<file path="src/rtl/ppr_pkg.sv">
package ppr_pkg;
  localparam int unsigned CLK_NS = 25;
  localparam logic [15:0] DATA_ADR = 16'h0378;
  localparam logic [15:0] STAT_ADR = 16'h0379;
  localparam logic [15:0] CTRL_ADR = 16'h037A;
  localparam int ST_BUSY = 7;
  localparam int ST_ACK = 6;
  localparam int ST_PAPER = 5;
  localparam int ST_SEL = 4;
  localparam int ST_ERR = 3;
  localparam int ST_TMO = 0;
  localparam logic [1:0] STAT_RSV = 2'h3;
  localparam int CT_DIR = 5;
  localparam int CT_IEN = 4;
  localparam int CT_SEL = 3;
  localparam int CT_INIT = 2;
  localparam int CT_AFD = 1;
  localparam int CT_STB = 0;
  localparam logic [7:0] CTRL_WMASK = 8'h3F;
  localparam logic [7:0] CTRL_RST = 8'h00;
  localparam int unsigned STB_NS = 500;
  localparam int unsigned TMO_NS = 10000;
  localparam int unsigned STB_CYC = (STB_NS + CLK_NS - 1) / CLK_NS;
  localparam int unsigned TMO_CYC = TMO_NS / CLK_NS;
  localparam int unsigned FIFO_DEPTH = 8;
  localparam int unsigned CNT_W = 16;

  typedef struct packed {
    logic busy;
    logic ack_n;
    logic paper_out;
    logic selected;
    logic fault_n;
  } ppr_prn_s;

  typedef struct packed {
    logic [15:0] addr;
    logic rd;
    logic wr;
    logic [7:0] wdata;
  } ppr_io_s;

  typedef enum logic [1:0] {
    ENG_IDLE = 2'h0,
    ENG_STROBE = 2'h1,
    ENG_WAIT = 2'h3
  } ppr_eng_e;
endpackage : ppr_pkg

</file>
<file path="src/rtl/ppr_port.sv">
// How it works
// - Status bits 7,6: busy, acknowledge, active low
// - Status bit 5 reads paper out
// - Status bit 4 reads printer selected
// - Status bit 3 low on printer error
// - Status bits 2-1 always read 11
// - Status bit 0 flags handshake timeout
// - Control bits 7-6 held at 00
// - Control bit 5 sets data direction
// - Control bit 4 gates interrupt request
// - Data read/write; status write ignored
`timescale 1ns/1ps
module ppr_fifo #(
  parameter int unsigned W = 8,
  parameter int unsigned D = 8
) (
  input wire logic i_mclk, // Clock
  input wire logic i_srst, // Sync reset
  input wire logic i_ce, // Clock enable
  input wire logic i_wvalid, // Push request
  output logic o_wready, // Not full
  input wire logic [W-1:0] i_wdata, // Push data
  output logic o_rvalid, // Not empty
  input wire logic i_rready, // Pop request
  output logic [W-1:0] o_rdata // Head word
);
  localparam int unsigned AW = (D > 1) ? $clog2(D) : 1;
  logic [W-1:0] mem [D];
  logic [AW-1:0] wptr_q;
  logic [AW-1:0] rptr_q;
  logic [AW:0] cnt_q;
  logic push;
  logic pop;

  function automatic logic [AW-1:0] nxt(input logic [AW-1:0] p);
    nxt = (p == AW'(D - 1)) ? '0 : p + 1'b1;
  endfunction : nxt

  assign o_wready = (cnt_q != (AW + 1)'(D));
  assign o_rvalid = (cnt_q != '0);
  assign o_rdata = mem[rptr_q];
  assign push = i_ce && i_wvalid && o_wready;
  assign pop = i_ce && i_rready && o_rvalid;

  always_ff @(posedge i_mclk) begin
    if (push) begin
      mem[wptr_q] <= i_wdata;
    end
  end

  always_ff @(posedge i_mclk) begin
    if (i_srst) begin
      wptr_q <= '0;
      rptr_q <= '0;
      cnt_q <= '0;
    end else begin
      if (push) begin
        wptr_q <= nxt(wptr_q);
      end
      if (pop) begin
        rptr_q <= nxt(rptr_q);
      end
      if (push && !pop) begin
        cnt_q <= cnt_q + 1'b1;
      end else if (pop && !push) begin
        cnt_q <= cnt_q - 1'b1;
      end
    end
  end
endmodule : ppr_fifo

module ppr_port #(
  parameter int unsigned FIFO_DEPTH = ppr_pkg::FIFO_DEPTH,
  parameter int unsigned STB_CYC = ppr_pkg::STB_CYC,
  parameter int unsigned TMO_CYC = ppr_pkg::TMO_CYC
) (
  input wire logic i_mclk, // 40 MHz clock
  input wire logic i_srst, // Sync reset, high
  input wire logic i_ce, // Clock enable
  input wire ppr_pkg::ppr_io_s i_io, // Host I/O cycle
  output logic [7:0] o_rdata, // Read data
  output logic o_rvalid, // Read data valid
  output logic o_wready, // Data write accepted
  input wire ppr_pkg::ppr_prn_s i_prn, // Printer status lines
  input wire logic [7:0] i_pd_in, // Data lines in
  output logic [7:0] o_pd_out, // Data lines out
  output logic o_pd_oe_n, // Data drive enable, low
  output logic o_strobe, // Strobe to printer
  output logic o_select, // Select printer
  output logic o_init_n, // Initialise, low
  output logic o_autofeed, // Auto line feed
  output logic o_irq // Interrupt request
);
  import ppr_pkg::*;

  logic [7:0] ctrl_q;
  logic [7:0] pd_q;
  logic [7:0] rdata_q;
  logic rvalid_q;
  logic tmo_q;
  logic irq_q;
  logic [CNT_W-1:0] cnt_q;
  ppr_eng_e eng_q;
  logic fifo_rvalid;
  logic [7:0] fifo_rdata;
  logic dir_in;
  logic rd_data;
  logic rd_stat;
  logic rd_ctrl;
  logic wr_data;
  logic wr_stat;
  logic wr_ctrl;
  logic pop;
  logic tmo_evt;
  logic [7:0] status;

  function automatic logic hit(input logic [15:0] a, input logic [15:0] loc);
    hit = (a == loc);
  endfunction : hit

  assign rd_data = i_ce && i_io.rd && hit(i_io.addr, DATA_ADR);
  assign rd_stat = i_ce && i_io.rd && hit(i_io.addr, STAT_ADR);
  assign rd_ctrl = i_ce && i_io.rd && hit(i_io.addr, CTRL_ADR);
  assign wr_data = i_ce && i_io.wr && hit(i_io.addr, DATA_ADR);
  assign wr_stat = i_ce && i_io.wr && hit(i_io.addr, STAT_ADR);
  assign wr_ctrl = i_ce && i_io.wr && hit(i_io.addr, CTRL_ADR);
  assign dir_in = ctrl_q[CT_DIR];

  // Status word assembled from live printer lines, reserved bits 11 and the registered timeout flag
  always_comb begin
    status = '0;
    status[ST_BUSY] = ~i_prn.busy;
    status[ST_ACK] = i_prn.ack_n;
    status[ST_PAPER] = i_prn.paper_out;
    status[ST_SEL] = i_prn.selected;
    status[ST_ERR] = i_prn.fault_n;
    status[ST_ERR-1:ST_TMO+1] = STAT_RSV;
    status[ST_TMO] = tmo_q;
  end

  ppr_fifo #(
    .W(8),
    .D(FIFO_DEPTH)
  ) u_fifo (
    .i_mclk(i_mclk),
    .i_srst(i_srst),
    .i_ce(i_ce),
    .i_wvalid(wr_data),
    .o_wready(o_wready),
    .i_wdata(i_io.wdata),
    .o_rvalid(fifo_rvalid),
    .i_rready(pop),
    .o_rdata(fifo_rdata)
  );

  always_ff @(posedge i_mclk) begin
    if (i_srst) begin
      ctrl_q <= CTRL_RST;
    end else if (wr_ctrl) begin
      ctrl_q <= i_io.wdata & CTRL_WMASK;
    end
  end

  always_ff @(posedge i_mclk) begin
    if (i_srst) begin
      rdata_q <= '0;
      rvalid_q <= 1'b0;
    end else if (i_ce) begin
      rvalid_q <= i_io.rd;
      if (rd_data) begin
        rdata_q <= dir_in ? i_pd_in : pd_q;
      end else if (rd_stat) begin
        rdata_q <= status;
      end else if (rd_ctrl) begin
        rdata_q <= ctrl_q;
      end else if (i_io.rd) begin
        rdata_q <= '0;
      end
    end
  end

  // Byte handed to the printer: strobe, then wait for acknowledge
  assign pop = i_ce && (eng_q == ENG_IDLE) && fifo_rvalid && !dir_in;
  assign tmo_evt = i_ce && (eng_q == ENG_WAIT) && i_prn.ack_n && (cnt_q == '0);

  always_ff @(posedge i_mclk) begin
    if (i_srst) begin
      eng_q <= ENG_IDLE;
      cnt_q <= '0;
    end else if (i_ce) begin
      unique case (eng_q)
        ENG_IDLE: begin
          if (pop) begin
            eng_q <= ENG_STROBE;
            cnt_q <= CNT_W'(STB_CYC - 1);
          end
        end
        ENG_STROBE: begin
          if (cnt_q == '0) begin
            eng_q <= ENG_WAIT;
            cnt_q <= CNT_W'(TMO_CYC - 1);
          end else begin
            cnt_q <= cnt_q - 1'b1;
          end
        end
        ENG_WAIT: begin
          if (!i_prn.ack_n || cnt_q == '0) begin
            eng_q <= ENG_IDLE;
          end else begin
            cnt_q <= cnt_q - 1'b1;
          end
        end
        default: begin
          eng_q <= ENG_IDLE;
        end
      endcase
    end
  end

  always_ff @(posedge i_mclk) begin
    if (i_srst) begin
      pd_q <= '0;
    end else if (pop) begin
      pd_q <= fifo_rdata;
    end
  end

  // timeout flag, set beats read clear
  always_ff @(posedge i_mclk) begin
    if (i_srst) begin
      tmo_q <= 1'b0;
    end else if (tmo_evt) begin
      tmo_q <= 1'b1;
    end else if (rd_stat) begin
      tmo_q <= 1'b0;
    end
  end

  always_ff @(posedge i_mclk) begin
    if (i_srst) begin
      irq_q <= 1'b0;
    end else if (i_ce) begin
      irq_q <= ctrl_q[CT_IEN] && !i_prn.ack_n;
    end
  end

  assign o_rdata = rdata_q;
  assign o_rvalid = rvalid_q;
  assign o_pd_out = pd_q;
  assign o_pd_oe_n = dir_in;
  assign o_strobe = (eng_q == ENG_STROBE) || ctrl_q[CT_STB];
  assign o_select = ctrl_q[CT_SEL];
  assign o_init_n = ctrl_q[CT_INIT];
  assign o_autofeed = ctrl_q[CT_AFD];
  assign o_irq = irq_q;
endmodule : ppr_port

</file>
<file path="config.mk">
export PLATFORM = sky130hd
export DESIGN_NAME = ppr_port
export DESIGN_NICKNAME = d
export VERILOG_FILES = /design/src/rtl/ppr_pkg.sv /design/src/rtl/ppr_port.sv
export SDC_FILE = /design/constraint.sdc
export NUM_CORES = 1
export LEC_CHECK = 0
export BUFFER_PORTS_ARGS = -buffer_cell sky130_fd_sc_hd__clkbuf_2
export CAP_MARGIN = 20
export CELL_PAD_IN_SITES_DETAIL_PLACEMENT = 1
export CELL_PAD_IN_SITES_GLOBAL_PLACEMENT = 1
export CORE_UTILIZATION = 46
export CTS_CLUSTER_SIZE = 20
export DETAILED_ROUTE_END_ITERATION = 10
export GPL_ROUTABILITY_DRIVEN = 1
export PLACE_DENSITY = 0.85
export SLEW_MARGIN = 5
export SYNTH_ARGS = -nofsm -noshare
export SYNTH_HDL_FRONTEND = slang
export SYNTH_SLANG_ARGS = --single-unit
</file>
<file path="constraint.sdc">
create_clock -name i_mclk -period 6.45 [get_ports i_mclk]
set_clock_uncertainty 0.15 [all_clocks]
set_input_delay 0.645 -clock i_mclk [delete_from_list [all_inputs] [get_ports i_mclk]]
set_output_delay 0.645 -clock i_mclk [all_outputs]
set_load 0.02 [all_outputs]
</file>
==> results of run 1 <==
[layer usage]
layer	vias to the layer above	part of all wire, %	global-route usage [%]
li1	1809	-	-
met4	0	1.6	8.95
met2	90	51	42.5
met5	-	0	0
met1	1937	44	30.5
met3	20	3.2	5.51
[area by class of cell]
cell class	count	area (um^2)	share of cell area, %
clock buffer	17	425	6.68
clock inverter	15	181	2.85
inverter	8	30.0	0.472
multi-input combinational	295	2190	34.4
sequential	117	2980	46.9
tap	143	179	2.81
timing repair buffer	72	378	5.94
[placed cells by master (no fill, tap or decap), drive strengths merged, types with 3 or more instances in the layout]
master and n:
inv 18, nor3b 7, nor4 11, nor2 58, nand4 8, nand3 9
a2111o 3, dfxtp 53, mux4 16, nor3 15, nand2 26, xnor2 11
mux2i 21, nand2b 3, a21oi 44, ha 9, clkbuf 82, nor4b 3
buf 7, o21ai 11, edfxtp 64, a211oi 5
[cell families (layout without fill, tap and decap cells)]
group                      count (synthesis)  after routing  synth area share, %
and+or+nand+nor                          154            154                 16.0
DFF                                      117            117                 55.7
AOI/OAI and AO/OA                         82             82                 9.77
muxes                                     37             37                 10.7
buffers and inverters                     32            112                 3.41
xor gates and xnor gates                  12             12                 1.96
adders and majority gates                 10             10                 2.48
[tightest hold or removal path: cells and delay by family, from the launching register on]
kind	cells	cell delay, ns
AO/OA/AOI/OAI	1	0.05
flip-flops	1	0.31
AND/OR/NAND/NOR	1	0.05
[worst paths after layout]
check | startpoint | endpoint | slack [ns]
max | ctrl_q[5] | u_fifo.cnt_q[3] | 2.62
min | o_rdata[0] | o_rdata[0] | 0.31
max reg2reg | ctrl_q[5] | u_fifo.cnt_q[3] | 2.62
min reg2reg | o_rdata[0] | o_rdata[0] | 0.31
[registers in the layout, indices dropped and copies added (netlist names)]
register,count
o_rvalid,1
u_fifo.rptr_q,3
ctrl_q,6
u_fifo.mem,64
o_irq,1
eng_q,2
o_rdata,8
u_fifo.cnt_q,4
u_fifo.wptr_q,3
tmo_q,1
o_pd_out,8
cnt_q,16
[cell usage after synthesis, drive strengths merged, types with 11 or more instances]
library cell and count:
mux4 16, clkbuf 11, edfxtp 64, nor4 11, mux2i 21, a21oi 44
xnor2 11, buf 13, dfxtp 53, nand2 26, nor2 58, nor3 15
o21ai 11
[power by group]
group          switching (mW)  internal [mW]
clock                   0.386          0.586
sequential              0.111          0.857
combinational           0.536          0.375
total                    1.03           1.82
[per-stage QoR]
stage	worst slack (ns)	power (mW)	area, um^2
final	2.62	2.85	6370
after global routing	2.27	3.00	6370
after CTS	2.58	2.87	6370
after detailed placement	2.54	1.88	5760
after global placement	2.73	1.83	5760
after floorplan	3.36	1.70	5360
==> flow_summary.toml, run 1 <==
[floorplanning]
start_util_pct = 47.1
rows = 39
fp.dieW_um = 110
core-area_um2 = 11400
die_area_um2 = 12100
ios = 66
die_h_um = 110

[drt]
drt-initial-drc-count = 238
ant_nets = 0
routed_wl_um = 13700
wl_per_cell_um = 20.5
vias = 3856
drc = 0
drt_pass1_iterations = 4
routed_via_density = 5.78

[timing]
min_period_over_period_pct = 59.3
period_needed_ns = 3.83
setup_tns_ns = 0
setup_viol = 0
rsz0062_at_grt = "false"
fmax_mhz = 261
whs_ns = 0.310
worst_pin_slew_ns = 1.02
slew_headroom_pct = 31.8
finalMaxSlewViolations = 0
hold_viol_final = 0

[place]
port_buffers = 65
hpwlAfterDp_um = 9280
gp_congestion = 0.792
dpl.cell_count = 635

[critical_path]
crit_family = "simple AND/OR/NAND/NOR gates"
crit_buf_inv = 1
arrival_ns = 3.99
crit_cells = 10
critical_path_class = "reg -> reg"
crit_slowest_cell = "nand4_1"
critical_path.max_fanout = 21
reg2regPathDepth = 10
worstPathCellList = "nor2_1 > nand4_1 > ha_1 > inv_1 > ha_1 > a21o_1 > a21oi_1 > xnor2_1 > or3_1 > a21oi_1"
critPathCaptureType = "register"
slowest_delay_ns = 0.78
critical_path_required_ns = 6.62
cp-start-kind = "register"

[finish]
areaGrowthSynthToFinish_pct = 18.9
num_antenna_cells = 0
drive_gt1_share_pct = 26.5
fin_util_pct = 56.0
fin_nets = 563
fillers = 1188
final_cell_count_no_fill = 667

[logic_synthesis]
synth_top_area_share_pct = 35.9
netlist_instances = 444
synth.yosys.seq_area_share_pct = 55.7
synth_ff_type = "edfxtp_1"
ys_ff_latch = 117
synthArstFlopShare_pct = 0
synth_area_per_cell_um2 = 12.1
ys_types = 60
synth-edff-count = 64
syn_area_um2 = 5360
synth_area_leaders = "edfxtp_1 36%, dfxtp_1 20%, mux4_2 6.7%"
synth_top_cell_by_area = "edfxtp_1"
syn-num-nets = 496
yosys_warnings = 0

[clock_tree]
cts_tree = "done"
cts-buffers-inserted = 17
cts_hold_buf = 0
cts_setup_buffers = 0
cts-root-buf = "clkbuf_16"
cts.repair.resized = 0
clk_latency_ns = 0.42
clkTransAtPathRegs_ns = 0.06
h-tree-depth = 4
numClockSinks = 117
clk_path_buf_depth = 2

[pwr]
power.density_nw_per_um2 = 448
p_leak_nw = 2.26
vdd_drop_max_mv = 0.293

[global_route]
track_usage_pct = 24.7
grt_pass1_wl_um = 21500
antenna_found_initial = 0
grt_max_degree = 46
grt-ovfl-total = 0
grt_pass1_vias = 4036

[worst_hold_path]
holdCritPathClass = "reg -> reg"
whs_path_depth = 2

[job]
drv_cap = 0

[outcome]
status = "complete, no violations"
No activity file was read; power rests on OpenSTA's default activity.
==> run 2, diff against run 1 <==
clock period = 3.56 ns   (was 6.45 ns; I/O delays follow)
==> run 2 against run 1 <==
Compared with the run above:
- final cell count is 1.0% higher
- non-clock buffer count is 7 higher
- critical endpoint unchanged
- sequential power is 82% higher
==> flow_summary.toml, run 2 (same netlist as run 1, synthesis figures left out) <==
[timing]
fmax_mhz = 342
period_needed_ns = 2.93
worst_pin_slew_ns = 0.842
setup_tns_ns = 0
setup_viol = 0
rsz0062_at_grt = "false"
min_period_over_period_pct = 82.2
slew_headroom_pct = 43.8
finalMaxSlewViolations = 0
hold_viol_final = 0

[clock_tree]
cts_setup_buffers = 0
clk_latency_ns = 0.42
numClockSinks = 117
cts-buffers-inserted = 17
clk_path_buf_depth = 2
cts_hold_buf = 0
cts-root-buf = "clkbuf_16"
h-tree-depth = 4
cts.repair.resized = 0
clkTransAtPathRegs_ns = 0.06
cts_tree = "done"

[worst_hold_path]
holdCritPathClass = "in -> reg"
whs_path_depth = 1
holdPathEnd = "u_fifo.mem[7][6]"
min_from = "i_io[6]"

[critical_path]
crit_buf_inv = 1
critPathCaptureType = "register"
cp-startpoint = "u_fifo.cnt_q[0]"
slowest_delay_ns = 0.58
critical_path.max_fanout = 5
cp-start-kind = "register"
reg2reg_slack_ns = 0.63
crit_family = "simple AND/OR/NAND/NOR gates"
rr_startpoint = "u_fifo.cnt_q[0]"
arrival_ns = 3.12
reg2regPathDepth = 10
r2r-end = "u_fifo.cnt_q[3]"
critical_path_class = "reg -> reg"
crit_slowest_cell = "or4_4"
worstPathCellList = "or4_4 > nand4_1 > ha_1 > inv_1 > ha_1 > a21o_1 > a21oi_1 > xnor2_1 > or3_1 > a21oi_1"
critical_path_required_ns = 3.76

[finish]
final_area_um2 = 6360
num_antenna_cells = 0
areaGrowthSynthToFinish_pct = 18.7
layout_commonest_cell = "clkbuf_2"
top_regs = "u_fifo.mem x64, cnt_q x16"
fillers = 1201
fin_nets = 570
layout_common_cells = "65 x clkbuf_2, 64 x edfxtp_1, 53 x dfxtp_1"
drive_gt1_share_pct = 27.5
largest_reg_flops = 64
top_register = "u_fifo.mem"

[global_route]
grt_max_degree = 45
track_usage_pct = 24.5
antenna_found_initial = 0
grt_pass1_wl_um = 21200
grt_pass1_vias = 4053
grt-ovfl-total = 0

[drt]
wl_per_cell_um = 20.2
routed.top_layer = "met4"
dr_wl_met3_um = 533
wl_met2_um = 7140
drt_pass1_iterations = 4
routed_via_density = 5.79
drt-initial-drc-count = 202
m1WireLength_um = 5690
ant_nets = 0
vias = 3901
routed_wl_um = 13600
drc = 0

[pwr]
vdd_drop_max_mv = 0.602
p_leak_nw = 2.27
power.density_nw_per_um2 = 788

[floorplanning]
die_area_um2 = 12100
fp.dieW_um = 110
rows = 39
die_h_um = 110
start_util_pct = 47.1
core-area_um2 = 11400
ios = 66

[outcome]
status = "complete, no violations"

[place]
placedInstanceArea_um2 = 5810
gp_congestion = 0.829
hpwlAfterDp_um = 9180
port_buffers = 65

[job]
drv_cap = 0
## run 2: layout make-up
type | instances | area, um^2 | share of cell area, %
clock buffer | 17 | 425 | 6.69
clock inverter | 15 | 121 | 1.91
inverter | 8 | 30.0 | 0.472
multi-input combinational | 295 | 2190 | 34.4
sequential | 117 | 2980 | 46.9
tap | 143 | 179 | 2.81
timing repair buffer | 79 | 430 | 6.77
## run 2: worst max-delay path by stage
stage / to / slack (ns) / cells after the start
2_1_floorplan: u_fifo.cnt_q[3] / 0.76 / 11
3_3_place_gp: u_fifo.cnt_q[3] / 0.74 / 12
3_5_place_dp: u_fifo.cnt_q[3] / 0.52 / 12
4_1_cts: u_fifo.cnt_q[3] / 0.65 / 10
5_1_grt: u_fifo.cnt_q[3] / 0.59 / 10
6_report: u_fifo.cnt_q[3] / 0.63 / 10
## run 2: where the power goes
group          switching, mW  internal [mW]  total (mW)
sequential             0.203           1.55        1.76
clock                  0.678          0.906        1.58
combinational          0.985          0.688        1.67
total                   1.87           3.15        5.01
## run 2: layer usage
| layer | vias to the layer above | track usage, % |
|---|---|---|
| met5 | - | 0 |
| met4 | 0 | 9.71 |
| met3 | 29 | 6.34 |
| met2 | 93 | 42.5 |
| met1 | 1958 | 29.0 |
| li1 | 1821 | - |
## run 2: stage by stage
| stage | power (mW) | utilization (%) | instances | setup WS [ns] | hold slack, ns |
|---|---|---|---|---|---|
| detailed placement | 3.44 | 51.1 | 642 | 0.523 | 0.297 |
| floorplan | 3.08 | - | 444 | 0.756 | 0.289 |
| CTS | 5.06 | 55.9 | 674 | 0.654 | 0.0523 |
| global placement | 3.34 | 51.1 | 642 | 0.737 | 0.291 |
| finish | 5.01 | 55.9 | 674 | 0.634 | 0.0653 |
| global route | 5.29 | 55.9 | 674 | 0.593 | 0.0635 |
## run 2: worst reg2reg max path, stage by stage, from the launching register on
cell     delay, ns
dfxtp_1       0.38
or4_4         0.58
nand4_1       0.16
ha_1          0.22
inv_1         0.10
ha_1          0.31
a21o_1        0.18
a21oi_1       0.19
xnor2_1       0.11
or3_1         0.31
a21oi_1       0.15
